**config.mk**
```make
export PLATFORM = sky130hd
export DESIGN_NAME = adc_conversion_control
export DESIGN_NICKNAME = d
export VERILOG_FILES = /design/src/shared/adc_ctrl_pkg.sv /design/src/shared/prescale_if.sv /design/src/design/adc_conversion_control.sv /design/src/design/adc_prescaler.sv
export VERILOG_INCLUDE_DIRS = /design/src /design/src/shared
export SDC_FILE = /design/constraint.sdc
export NUM_CORES = 1
export LEC_CHECK = 0
export BUFFER_PORTS_ARGS = -buffer_cell sky130_fd_sc_hd__buf_2
export CORE_UTILIZATION = 29
export CTS_CLUSTER_DIAMETER = 120
export DETAILED_ROUTE_END_ITERATION = 8
export SETUP_SLACK_MARGIN = 0.2
export SYNTH_ARGS = -nofsm -noshare
export SYNTH_HDL_FRONTEND = slang
export SYNTH_SLANG_ARGS = --single-unit
```
**constraint.sdc**
```tcl
create_clock -name CORE_CLK_I -period 3.42 [get_ports CORE_CLK_I]
set_input_delay 0.684 -clock CORE_CLK_I [delete_from_list [all_inputs] [get_ports CORE_CLK_I]]
set_output_delay 0.684 -clock CORE_CLK_I [all_outputs]
set_load 0.01 [all_outputs]
```
**src/shared/adc_ctrl_regs.svh**
```systemverilog
// register offsets, field positions, reset values and timing counts of the converter control
`ifndef ADC_CTRL_REGS_SVH
`define ADC_CTRL_REGS_SVH

// register offsets on the byte-wide register port
`define OFS_RESULT_LOW  3'h0
`define OFS_RESULT_HIGH 3'h1
`define OFS_CTRL_A      3'h2
`define OFS_CTRL_B      3'h3
`define OFS_CHAN_SEL    3'h4
`define OFS_POWER       3'h5

// converter_ctrl_a fields
`define BIT_ON          7
`define BIT_GO          6
`define BIT_AUTO        5
`define BIT_DONE        4
`define FLD_DIV         2:0

// converter_ctrl_b fields
`define BIT_RATE_WARN   7
`define BIT_CHAN_HI     3
`define FLD_TRIG        2:0

// channel_select_reg fields
`define FLD_REF         7:6
`define BIT_LEFT        5
`define FLD_CHAN_LO     4:0

// power_reduction_reg fields
`define BIT_POWER_GATE  0

// reset values; every field not named here resets to zero, save the rate warning bit, which reads one
`define RST_POWER_GATE  1'b1

// conversion lengths in converter clock ticks
`define CONV_TICKS_NORMAL 5'd13
`define CONV_TICKS_FIRST  5'd25

// clock rates in kHz and the least divide for full resolution
`define CPU_CLK_KHZ       50000
`define CONV_CLK_MAX_KHZ  200
`define DIV_MIN_FULL_RES  ((`CPU_CLK_KHZ + `CONV_CLK_MAX_KHZ - 1) / `CONV_CLK_MAX_KHZ)

`endif

```
**src/shared/adc_ctrl_pkg.sv**
```systemverilog
// types shared by the converter control and its prescaler
package adc_ctrl_pkg;

  // conversion sequencer states
  typedef enum logic [1:0] {
    IDLE,
    WAIT_TICK,
    CONVERT
  } conv_state_type;

  // gain stage setting sent to the analog core
  typedef enum logic [1:0] {
    GAIN_BYPASS,
    GAIN_UNITY,
    GAIN_X10,
    GAIN_X200
  } gain_type;

  // whole state of the control block
  typedef struct packed {
    conv_state_type state;
    logic           on_bit;
    logic           auto_on;
    logic           done_flag;
    logic           left_align;
    logic           power_gate;
    logic           first_conv;
    logic           conv_long;
    logic           lock;
    logic           trig_prev;
    logic           start_pulse;
    logic [2:0]     div_sel;
    logic [2:0]     src_sel;
    logic [5:0]     chan;
    logic [5:0]     app_chan;
    logic [1:0]     ref_sel;
    logic [1:0]     app_ref;
    logic [4:0]     cnt;
    logic [9:0]     result;
    logic [6:0]     trig_meta;
    logic [6:0]     trig_sync;
    logic [7:0]     rdata;
  } ctrl_state_type;

  // whole state of the prescaler
  typedef struct packed {
    logic [7:0] count;
  } presc_state_type;

  // divide ratio of a clock_divide_sel code: 2, 4, 8 ... 256
  function automatic logic [8:0] divide_of(input logic [2:0] sel);
    divide_of = 9'h002 << sel;
  endfunction

endpackage

```
**src/shared/prescale_if.sv**
```systemverilog
// link between the control block and its converter clock prescaler
`timescale 1ns/1ns
interface prescale_if;
  logic       enable;
  logic       restart;
  logic [2:0] div_sel;
  logic       tick;

  modport ctrl  (output enable, output restart, output div_sel, input tick);
  modport presc (input enable, input restart, input div_sel, output tick);
endinterface

```
**src/design/adc_conversion_control.sv**
```systemverilog
// control logic of a 10-bit successive-approximation converter
//
// The placing of the registers and strobed register access are this design's own decisions.
`timescale 1ns/1ns
`include "adc_ctrl_regs.svh"
module adc_conversion_control
  import adc_ctrl_pkg::*;
(
  // clock and reset
  input  wire logic       CORE_CLK_I,
  input  wire logic       ARST_N_I,
  // register port
  input  wire logic [2:0] ADDR_I,
  input  wire logic [7:0] WDATA_I,
  input  wire logic       WR_I,
  input  wire logic       RD_I,
  output logic      [7:0] RDATA_O,
  // trigger flags from other peripherals
  input  wire logic [6:0] TRIG_I,
  // analog core
  input  wire logic [9:0] CORE_RESULT_I,
  output logic            CORE_ENABLE_O,
  output logic            CORE_TICK_O,
  output logic            CORE_START_O,
  output logic      [5:0] CORE_CHANNEL_O,
  output logic      [1:0] CORE_REF_O,
  output logic      [1:0] CORE_GAIN_O
);

  // least divide that keeps the converter clock within full resolution;
  // faster codes still run, software only sees the warning bit
  localparam logic [8:0] DIV_MIN = 9'(`DIV_MIN_FULL_RES);

  // the first conversion out of reset is a long one as well, even when
  // software switches on at the very first edge after reset
  localparam ctrl_state_type RESET_STATE = '{
    state:      IDLE,
    power_gate: `RST_POWER_GATE,
    first_conv: 1'b1,
    default:    '0
  };

  ctrl_state_type s_reg;
  ctrl_state_type s_next;
  prescale_if     pif ();

  logic       on_eff;
  logic       wr_ctrl_a;
  logic       wr_ctrl_b;
  logic       wr_chan;
  logic       wr_power;
  logic       go_req;
  logic       trig_level;
  logic       trig_edge;
  logic       trig_start;
  logic       done_evt;
  logic       free_run;
  logic [4:0] last_tick;
  logic [7:0] low_byte;
  logic [7:0] high_byte;
  logic       rate_warn;
  gain_type   gain;
  logic       rd_low;
  logic       on_bit_next;
  logic       power_next;
  logic       on_next;

  ////////////////////////////////////////////////////////////////////////////
  // prescaler: runs only while on, restarted by an auto trigger
  assign pif.enable  = on_eff;
  assign pif.restart = trig_start;
  assign pif.div_sel = s_reg.div_sel;

  adc_prescaler u_prescaler (
    .clk_i    (CORE_CLK_I),
    .arst_n_i (ARST_N_I),
    .pif      (pif)
  );

  ////////////////////////////////////////////////////////////////////////////
  // decodes of the register port and the control bits
  assign on_eff    = s_reg.on_bit && !s_reg.power_gate;
  assign wr_ctrl_a = WR_I && (ADDR_I == `OFS_CTRL_A);
  assign wr_ctrl_b = WR_I && (ADDR_I == `OFS_CTRL_B);
  assign wr_chan   = WR_I && (ADDR_I == `OFS_CHAN_SEL);
  assign wr_power  = WR_I && (ADDR_I == `OFS_POWER);
  assign go_req    = wr_ctrl_a && WDATA_I[`BIT_GO];
  assign free_run  = s_reg.auto_on && (s_reg.src_sel == 3'h0);
  assign rate_warn = divide_of(s_reg.div_sel) < DIV_MIN;

  ////////////////////////////////////////////////////////////////////////////
  // on state as it will stand after this cycle's writes: a go written
  // together with the on bit must still start, and a switch-off must
  // cancel a start pulse that the same edge would otherwise launch
  assign on_bit_next = wr_ctrl_a ? WDATA_I[`BIT_ON] : s_reg.on_bit;
  assign power_next  = wr_power ? WDATA_I[`BIT_POWER_GATE] : s_reg.power_gate;
  assign on_next     = on_bit_next && !power_next;

  // a low-byte read in the completion cycle locks at once, so the high
  // byte can never come from a newer conversion than the low byte
  assign rd_low = RD_I && (ADDR_I == `OFS_RESULT_LOW);

  // source 0 is the done flag, handled at completion; others are flags
  // taken as plain levels, whatever their own interrupt enables say
  always_comb begin
    if (s_reg.src_sel == 3'h0) begin
      trig_level = 1'b0;
    end else begin
      trig_level = s_reg.trig_sync[3'(s_reg.src_sel - 3'h1)];
    end
  end

  // only a fresh edge counts; a level still high starts nothing
  assign trig_edge  = trig_level && !s_reg.trig_prev;
  assign trig_start = s_reg.auto_on && on_eff && trig_edge &&
                      (s_reg.state == IDLE);

  // conversion length, long for the first one after enable
  assign last_tick = s_reg.conv_long ? (`CONV_TICKS_FIRST - 5'd1) :
                                       (`CONV_TICKS_NORMAL - 5'd1);
  assign done_evt  = (s_reg.state == CONVERT) && pif.tick &&
                     (s_reg.cnt == last_tick);

  ////////////////////////////////////////////////////////////////////////////
  // result byte formats
  always_comb begin
    if (s_reg.left_align) begin
      high_byte = s_reg.result[9:2];
      low_byte  = {s_reg.result[1:0], 6'h00};
    end else begin
      high_byte = {6'h00, s_reg.result[9:8]};
      low_byte  = s_reg.result[7:0];
    end
  end

  ////////////////////////////////////////////////////////////////////////////
  // gain decode of the applied channel: bits 4:3 pick the group,
  // single-ended codes leave the amplifier out entirely
  always_comb begin
    unique case (s_reg.app_chan[4:3])
      2'b01: begin
        gain = s_reg.app_chan[0] ? GAIN_X200 : GAIN_X10;
      end
      2'b10: begin
        gain = GAIN_UNITY;
      end
      2'b00,
      2'b11: begin
        gain = GAIN_BYPASS;
      end
    endcase
  end

  ////////////////////////////////////////////////////////////////////////////
  // next state of the whole block
  always_comb begin
    s_next             = s_reg;
    s_next.start_pulse = 1'b0;
    s_next.rdata       = 8'h00;

    // trigger pins pass two flops before any logic reads them
    s_next.trig_meta = TRIG_I;
    s_next.trig_sync = s_reg.trig_meta;
    s_next.trig_prev = trig_level;

    // register writes
    if (wr_ctrl_a) begin
      s_next.on_bit  = WDATA_I[`BIT_ON];
      s_next.auto_on = WDATA_I[`BIT_AUTO];
      s_next.div_sel = WDATA_I[`FLD_DIV];
      if (WDATA_I[`BIT_DONE]) begin
        s_next.done_flag = 1'b0;
      end
    end
    if (wr_ctrl_b) begin
      s_next.src_sel = WDATA_I[`FLD_TRIG];
      s_next.chan[5] = WDATA_I[`BIT_CHAN_HI];
    end
    if (wr_chan) begin
      s_next.ref_sel    = WDATA_I[`FLD_REF];
      s_next.left_align = WDATA_I[`BIT_LEFT];
      s_next.chan[4:0]  = WDATA_I[`FLD_CHAN_LO];
    end
    if (wr_power) begin
      s_next.power_gate = WDATA_I[`BIT_POWER_GATE];
    end

    // register reads, data stand in the next cycle only
    if (RD_I) begin
      unique case (ADDR_I)
        `OFS_RESULT_LOW: begin
          s_next.rdata = low_byte;
          s_next.lock  = 1'b1;
        end
        `OFS_RESULT_HIGH: begin
          s_next.rdata = high_byte;
          s_next.lock  = 1'b0;
        end
        `OFS_CTRL_A: begin
          s_next.rdata = {s_reg.on_bit, (s_reg.state != IDLE), s_reg.auto_on,
                          s_reg.done_flag, 1'b0, s_reg.div_sel};
        end
        `OFS_CTRL_B: begin
          s_next.rdata = {rate_warn, 3'h0, s_reg.chan[5], s_reg.src_sel};
        end
        `OFS_CHAN_SEL: begin
          s_next.rdata = {s_reg.ref_sel, s_reg.left_align, s_reg.chan[4:0]};
        end
        `OFS_POWER: begin
          s_next.rdata = {7'h00, s_reg.power_gate};
        end
        default: begin
          s_next.rdata = 8'h00;
        end
      endcase
    end

    // selections follow the register except while a conversion runs,
    // and only reach the core once the converter is on
    if (on_eff && ((s_reg.state != CONVERT) || done_evt)) begin
      s_next.app_chan = s_reg.chan;
      s_next.app_ref  = s_reg.ref_sel;
    end

    // conversion sequencer
    unique case (s_reg.state)
      IDLE: begin
        // trig_start already needs the converter on; a go needs it on after
        // this write, so on and go may be written in one go
        if ((on_next && go_req) || trig_start) begin
          s_next.state = WAIT_TICK;
        end
      end
      WAIT_TICK: begin
        if (pif.tick) begin
          s_next.state       = CONVERT;
          s_next.cnt         = 5'd0;
          s_next.start_pulse = 1'b1;
          s_next.conv_long   = s_reg.first_conv;
          s_next.first_conv  = 1'b0;
        end
      end
      CONVERT: begin
        if (done_evt) begin
          // flag sets even when the result is dropped; set beats a clear
          s_next.done_flag = 1'b1;
          if (!s_reg.lock && !rd_low) begin
            s_next.result = CORE_RESULT_I;
          end
          if (free_run) begin
            // next conversion starts at once, done flag cleared or not
            s_next.cnt         = 5'd0;
            s_next.start_pulse = 1'b1;
            s_next.conv_long   = 1'b0;
          end else begin
            s_next.state = IDLE;
          end
        end else if (pif.tick) begin
          s_next.cnt = s_reg.cnt + 5'd1;
        end
      end
    endcase

    // switching off aborts any conversion and arms the long first one;
    // taken from the next on state so no start leaves at the off edge
    if (!on_next) begin
      s_next.state       = IDLE;
      s_next.cnt         = 5'd0;
      s_next.start_pulse = 1'b0;
      s_next.first_conv  = 1'b1;
    end
  end

  ////////////////////////////////////////////////////////////////////////////
  // the one state register
  always_ff @(posedge CORE_CLK_I or negedge ARST_N_I) begin
    if (!ARST_N_I) begin
      s_reg <= RESET_STATE;
    end else begin
      s_reg <= s_next;
    end
  end

  ////////////////////////////////////////////////////////////////////////////
  // outputs
  assign RDATA_O        = s_reg.rdata;
  assign CORE_ENABLE_O  = on_eff;
  assign CORE_TICK_O    = pif.tick;
  assign CORE_START_O   = s_reg.start_pulse;
  assign CORE_CHANNEL_O = s_reg.app_chan;
  assign CORE_REF_O     = s_reg.app_ref;
  assign CORE_GAIN_O    = gain;

endmodule // adc_conversion_control

```
**src/design/adc_prescaler.sv**
```systemverilog
// converter clock prescaler: one-cycle tick every divide_of(div_sel) cpu cycles
`timescale 1ns/1ns
module adc_prescaler
  import adc_ctrl_pkg::*;
(
  // clock and reset
  input  wire logic  clk_i,
  input  wire logic  arst_n_i,
  // control side
  prescale_if.presc  pif
);

  presc_state_type s_reg;
  presc_state_type s_next;
  logic [8:0]      last;

  ////////////////////////////////////////////////////////////////////////////
  // held at zero while off or on restart, so a trigger sees a fixed delay
  always_comb begin
    last   = divide_of(pif.div_sel) - 9'h001;
    s_next = s_reg;
    if (!pif.enable || pif.restart) begin
      s_next.count = 8'h00;
    end else if (pif.tick) begin
      s_next.count = 8'h00;
    end else begin
      s_next.count = s_reg.count + 8'h01;
    end
  end

  // tick in the last cycle of each divide period
  assign pif.tick = pif.enable && !pif.restart && ({1'b0, s_reg.count} == last);

  ////////////////////////////////////////////////////////////////////////////
  always_ff @(posedge clk_i or negedge arst_n_i) begin
    if (!arst_n_i) begin
      s_reg <= '{count: 8'h00};
    end else begin
      s_reg <= s_next;
    end
  end

endmodule // adc_prescaler

```
==> flow_metrics.tcl <==
set metrics [dict create \
    dieHeight_um 120 \
    root_buffer "clkbuf_16" \
    synth_area_leaders "dfrtp_1 (48%), mux2_2 (7.6%), mux2_4 (3.7%)" \
    pre_cts_ws_ns -0.0205 \
    grt_start_max_net_pins 80 \
    clk_latency_ns 0.33 \
    yosysSeqAreaShare_pct 49.4 \
    synth.largest_area_cell "dfrtp_1" \
    cts_tree "done" \
    hold_buffers 0 \
    drc_errors 0 \
    finalHoldViolCount 0 \
    core-area_um2 13300 \
    p_comb_share_pct 23.7 \
    dieWidth_um 120 \
    boundaryPins 53 \
    worst_slack_ns 0.135 \
    cp-end-kind "register" \
    power_frac_seq_pct 40.1 \
    vdd_drop_max_mv 0.241 \
    antenna_cells 0 \
    synth.distinct_cells 53 \
    p_leak_nw 2.24 \
    hold_ws_ns 0.346 \
    grt_pass1_wl_mm 14.6 \
    crit_chain "or3_4 > ha_4 > o211a_1 > or4_4 > a22oi_2 > nand4_1 > inv_2 > buf_4 > buf_4 > buf_4 > buf_4 > buf_4 > buf_4 > buf_4 > buf_4 > nand3_2 > o31ai_2" \
    avgSynthCellArea_um2 10.7 \
    synthFlopType "dfrtp_1" \
    antenna_left 0 \
    post_drt_wl_per_cell_um 14.9 \
    fin_skew_ns 0.00553 \
    slew_headroom_pct 35.1 \
    stdcell_count 609 \
    viasPerCell 4.89 \
    vias 2975 \
    place_congestion 0.831 \
    power_mw 2.93 \
    slew_viol_final 0 \
    cts_sinks 79 \
    fin_crit_ns 3.28 \
    synth_edf_count 0 \
    core.rowCount 42 \
    clk_pin_slew_worst_paths_ns 0.06 \
    yosysTopAreaCellShare_pct 48.1 \
    utilization_pct 36.6 \
    path_class "register to register" \
    synth_area_um2 4010 \
    clk_path_buf_depth 2 \
    hp-class "register to register" \
    status "complete, no violations" \
    die_area_um2 14300 \
    grt_pass1_vias 2874 \
    fin_nets 470 \
    place_hpwl_mm 6.30 \
    setup_viol 0 \
    cp-start-kind "register" \
    clock.fmax_mhz 304 \
    critPathRequiredTime_ns 3.66 \
    dr.pass1.iters 4 \
    crit_top_cell "buf_4" \
    slowest_stage "or4_4" \
    grt_overflow 0 \
    critPathArrivalTime_ns 3.53 \
    p_per_area_nw_per_um2 599 \
    worst_pin_slew_ns 0.973 \
    antenna_found_initial 0 \
    clockPowerShare_pct 36.2 \
    ys_async_sr_fraction_pct 100 \
    grt_usage_pct 13.2 \
    htree_num_levels 3 \
    synth_nets 415 \
    largest_reg_flops 44 \
    yosysMostFrequentCell "dfrtp_1" \
    synth_seq_cells 79 \
    p_switching_mw 0.814 \
    drt_iter0_markers 162 \
    swShare_pct 27.8 \
    fin_crit_sh_pct 96.0 \
    r2r_slack_ns 0.14 \
    cpPeakStageDelay_ns 0.52 \
    synth_warnings 0 \
    portBuffers 52 \
    cts_buffers 9 \
    dp_cells 580 \
    internal_power_mw 2.11 \
    syn-instance-count 373 \
    path_max_fanout 5 \
    syn_to_final_growth_pct 21.9 \
    yosys-top-cells-count "dfrtp_1 (77), nor2_1 (36), nand2_1 (31)" \
    wirelength_mm 9.07 \
    drive_gt1_share_pct 33.5 \
    start_util_pct 30.0 \
    grt_setup_unrepaired "true" \
    cap_violations 0 \
]
cells in the final DEF (no fill, tap or decap), types with 2 or more instances in the layout:
cell type	n
nor3b_1	3
nor4bb_1	2
nor3_1	3
mux2i_1	9
nor2_1	36
inv_1	15
buf_4	20
o21ai_0	10
nand4_1	2
a221oi_1	2
and2_1	7
or2_2	2
buf_6	3
xor2_1	5
buf_2	50
dfrtp_1	77
clkbuf_16	9
a32oi_1	2
xnor2_1	7
clkbuf_8	3
o31ai_2	2
o211a_1	2
a22oi_1	6
nor2b_1	9
o211ai_1	2
nand2_1	31
mux2_2	27
bufinv_16	2
nand3_1	11
nand3_2	2
a211oi_1	4
a21oi_1	13
or3_4	4
and3_1	5
ha_1	9
or3_1	2
mux2_4	10
dfstp_2	2
layer usage:
layer	vias up	wire [um]	part of all wire, %	GRT usage (%)
met5	-	0	0	0
met4	0	217	2.4	5.31
met3	21	589	6.5	3.85
met2	115	4200	46	21.2
met1	1445	4070	45	16.7
li1	1394	-	-	-
worst max-delay path, delay by kind of cell, from the launching register on:
family / cells / cell delay (ns)
AND/OR/NAND/NOR: 4 / 1.20
AO/OA/AOI/OAI: 3 / 0.51
flip-flops: 1 / 0.38
buffers and inverters: 9 / 0.90
adder cells (fa/ha/maj): 1 / 0.20
logic make-up after synthesis:
group                      after synthesis  synth area share [%]
AOI/OAI and AO/OA                       56                  9.52
xor gates and xnor gates                12                  2.62
DFF                                     79                  49.4
buffers and inverters                   46                  6.21
and+or+nand+nor                        124                  15.5
adders and majority gates               10                  3.12
muxes                                   46                  13.6
metrics by stage:
step                instance area, um2  TNS, ns
global placement                  4370        0
global route                      4890        0
finish                            4890        0
detailed placement                4370   -0.156
CTS                               4820        0
floorplan                         4010        0
power by group through the flow:
stage / clock [mW] / sequential (mW) / combinational (mW)
2_1_floorplan: 0 / 1.15 / 0.515
3_3_place_gp: 0 / 1.18 / 0.624
3_5_place_dp: 0 / 1.19 / 0.640
4_1_cts: 1.09 / 1.17 / 0.672
5_1_grt: 1.13 / 1.19 / 0.762
6_report: 1.06 / 1.17 / 0.694
worst paths after layout:
| check | from | to | cells past startpoint |
|---|---|---|---|
| worst max-delay path | pif.div_sel[0]$_DFFE_PN0P_ | s_reg[34]$_DFFE_PN0P_ | 17 |
| worst min-delay path | s_next[13]$_DFF_PN0_ | s_reg[13]$_DFF_PN0_ | 0 |
| worst max register to register | pif.div_sel[0]$_DFFE_PN0P_ | s_reg[34]$_DFFE_PN0P_ | 17 |
| worst min register to register | s_next[13]$_DFF_PN0_ | s_reg[13]$_DFF_PN0_ | 0 |
| max in group asynchronous | ARST_N_I | s_reg[70]$_DFFE_PN0P_ | 1 |
| min in group asynchronous | ARST_N_I | CORE_CHANNEL_O[5]$_DFFE_PN0P_ | 1 |
timing repair:
action | CTS | global route
cloned | 0 | 1
gates resized for setup | 6 | 9
endpoints found under the setup margin | 11 | 13
pin swaps | 4 | 5
setup buffers | 9 | 3
area by class of cell:
cell class / count / area, um2
fillers: 1355 / 8460
flip-flops and latches: 79 / 1980
multi-input cells: 249 / 1850
repair buffers: 73 / 434
clock buffers: 12 / 267
well taps: 176 / 220
clock inverters: 4 / 76.3
inverters: 16 / 60.1
Power figures use the tool's default switching activity.
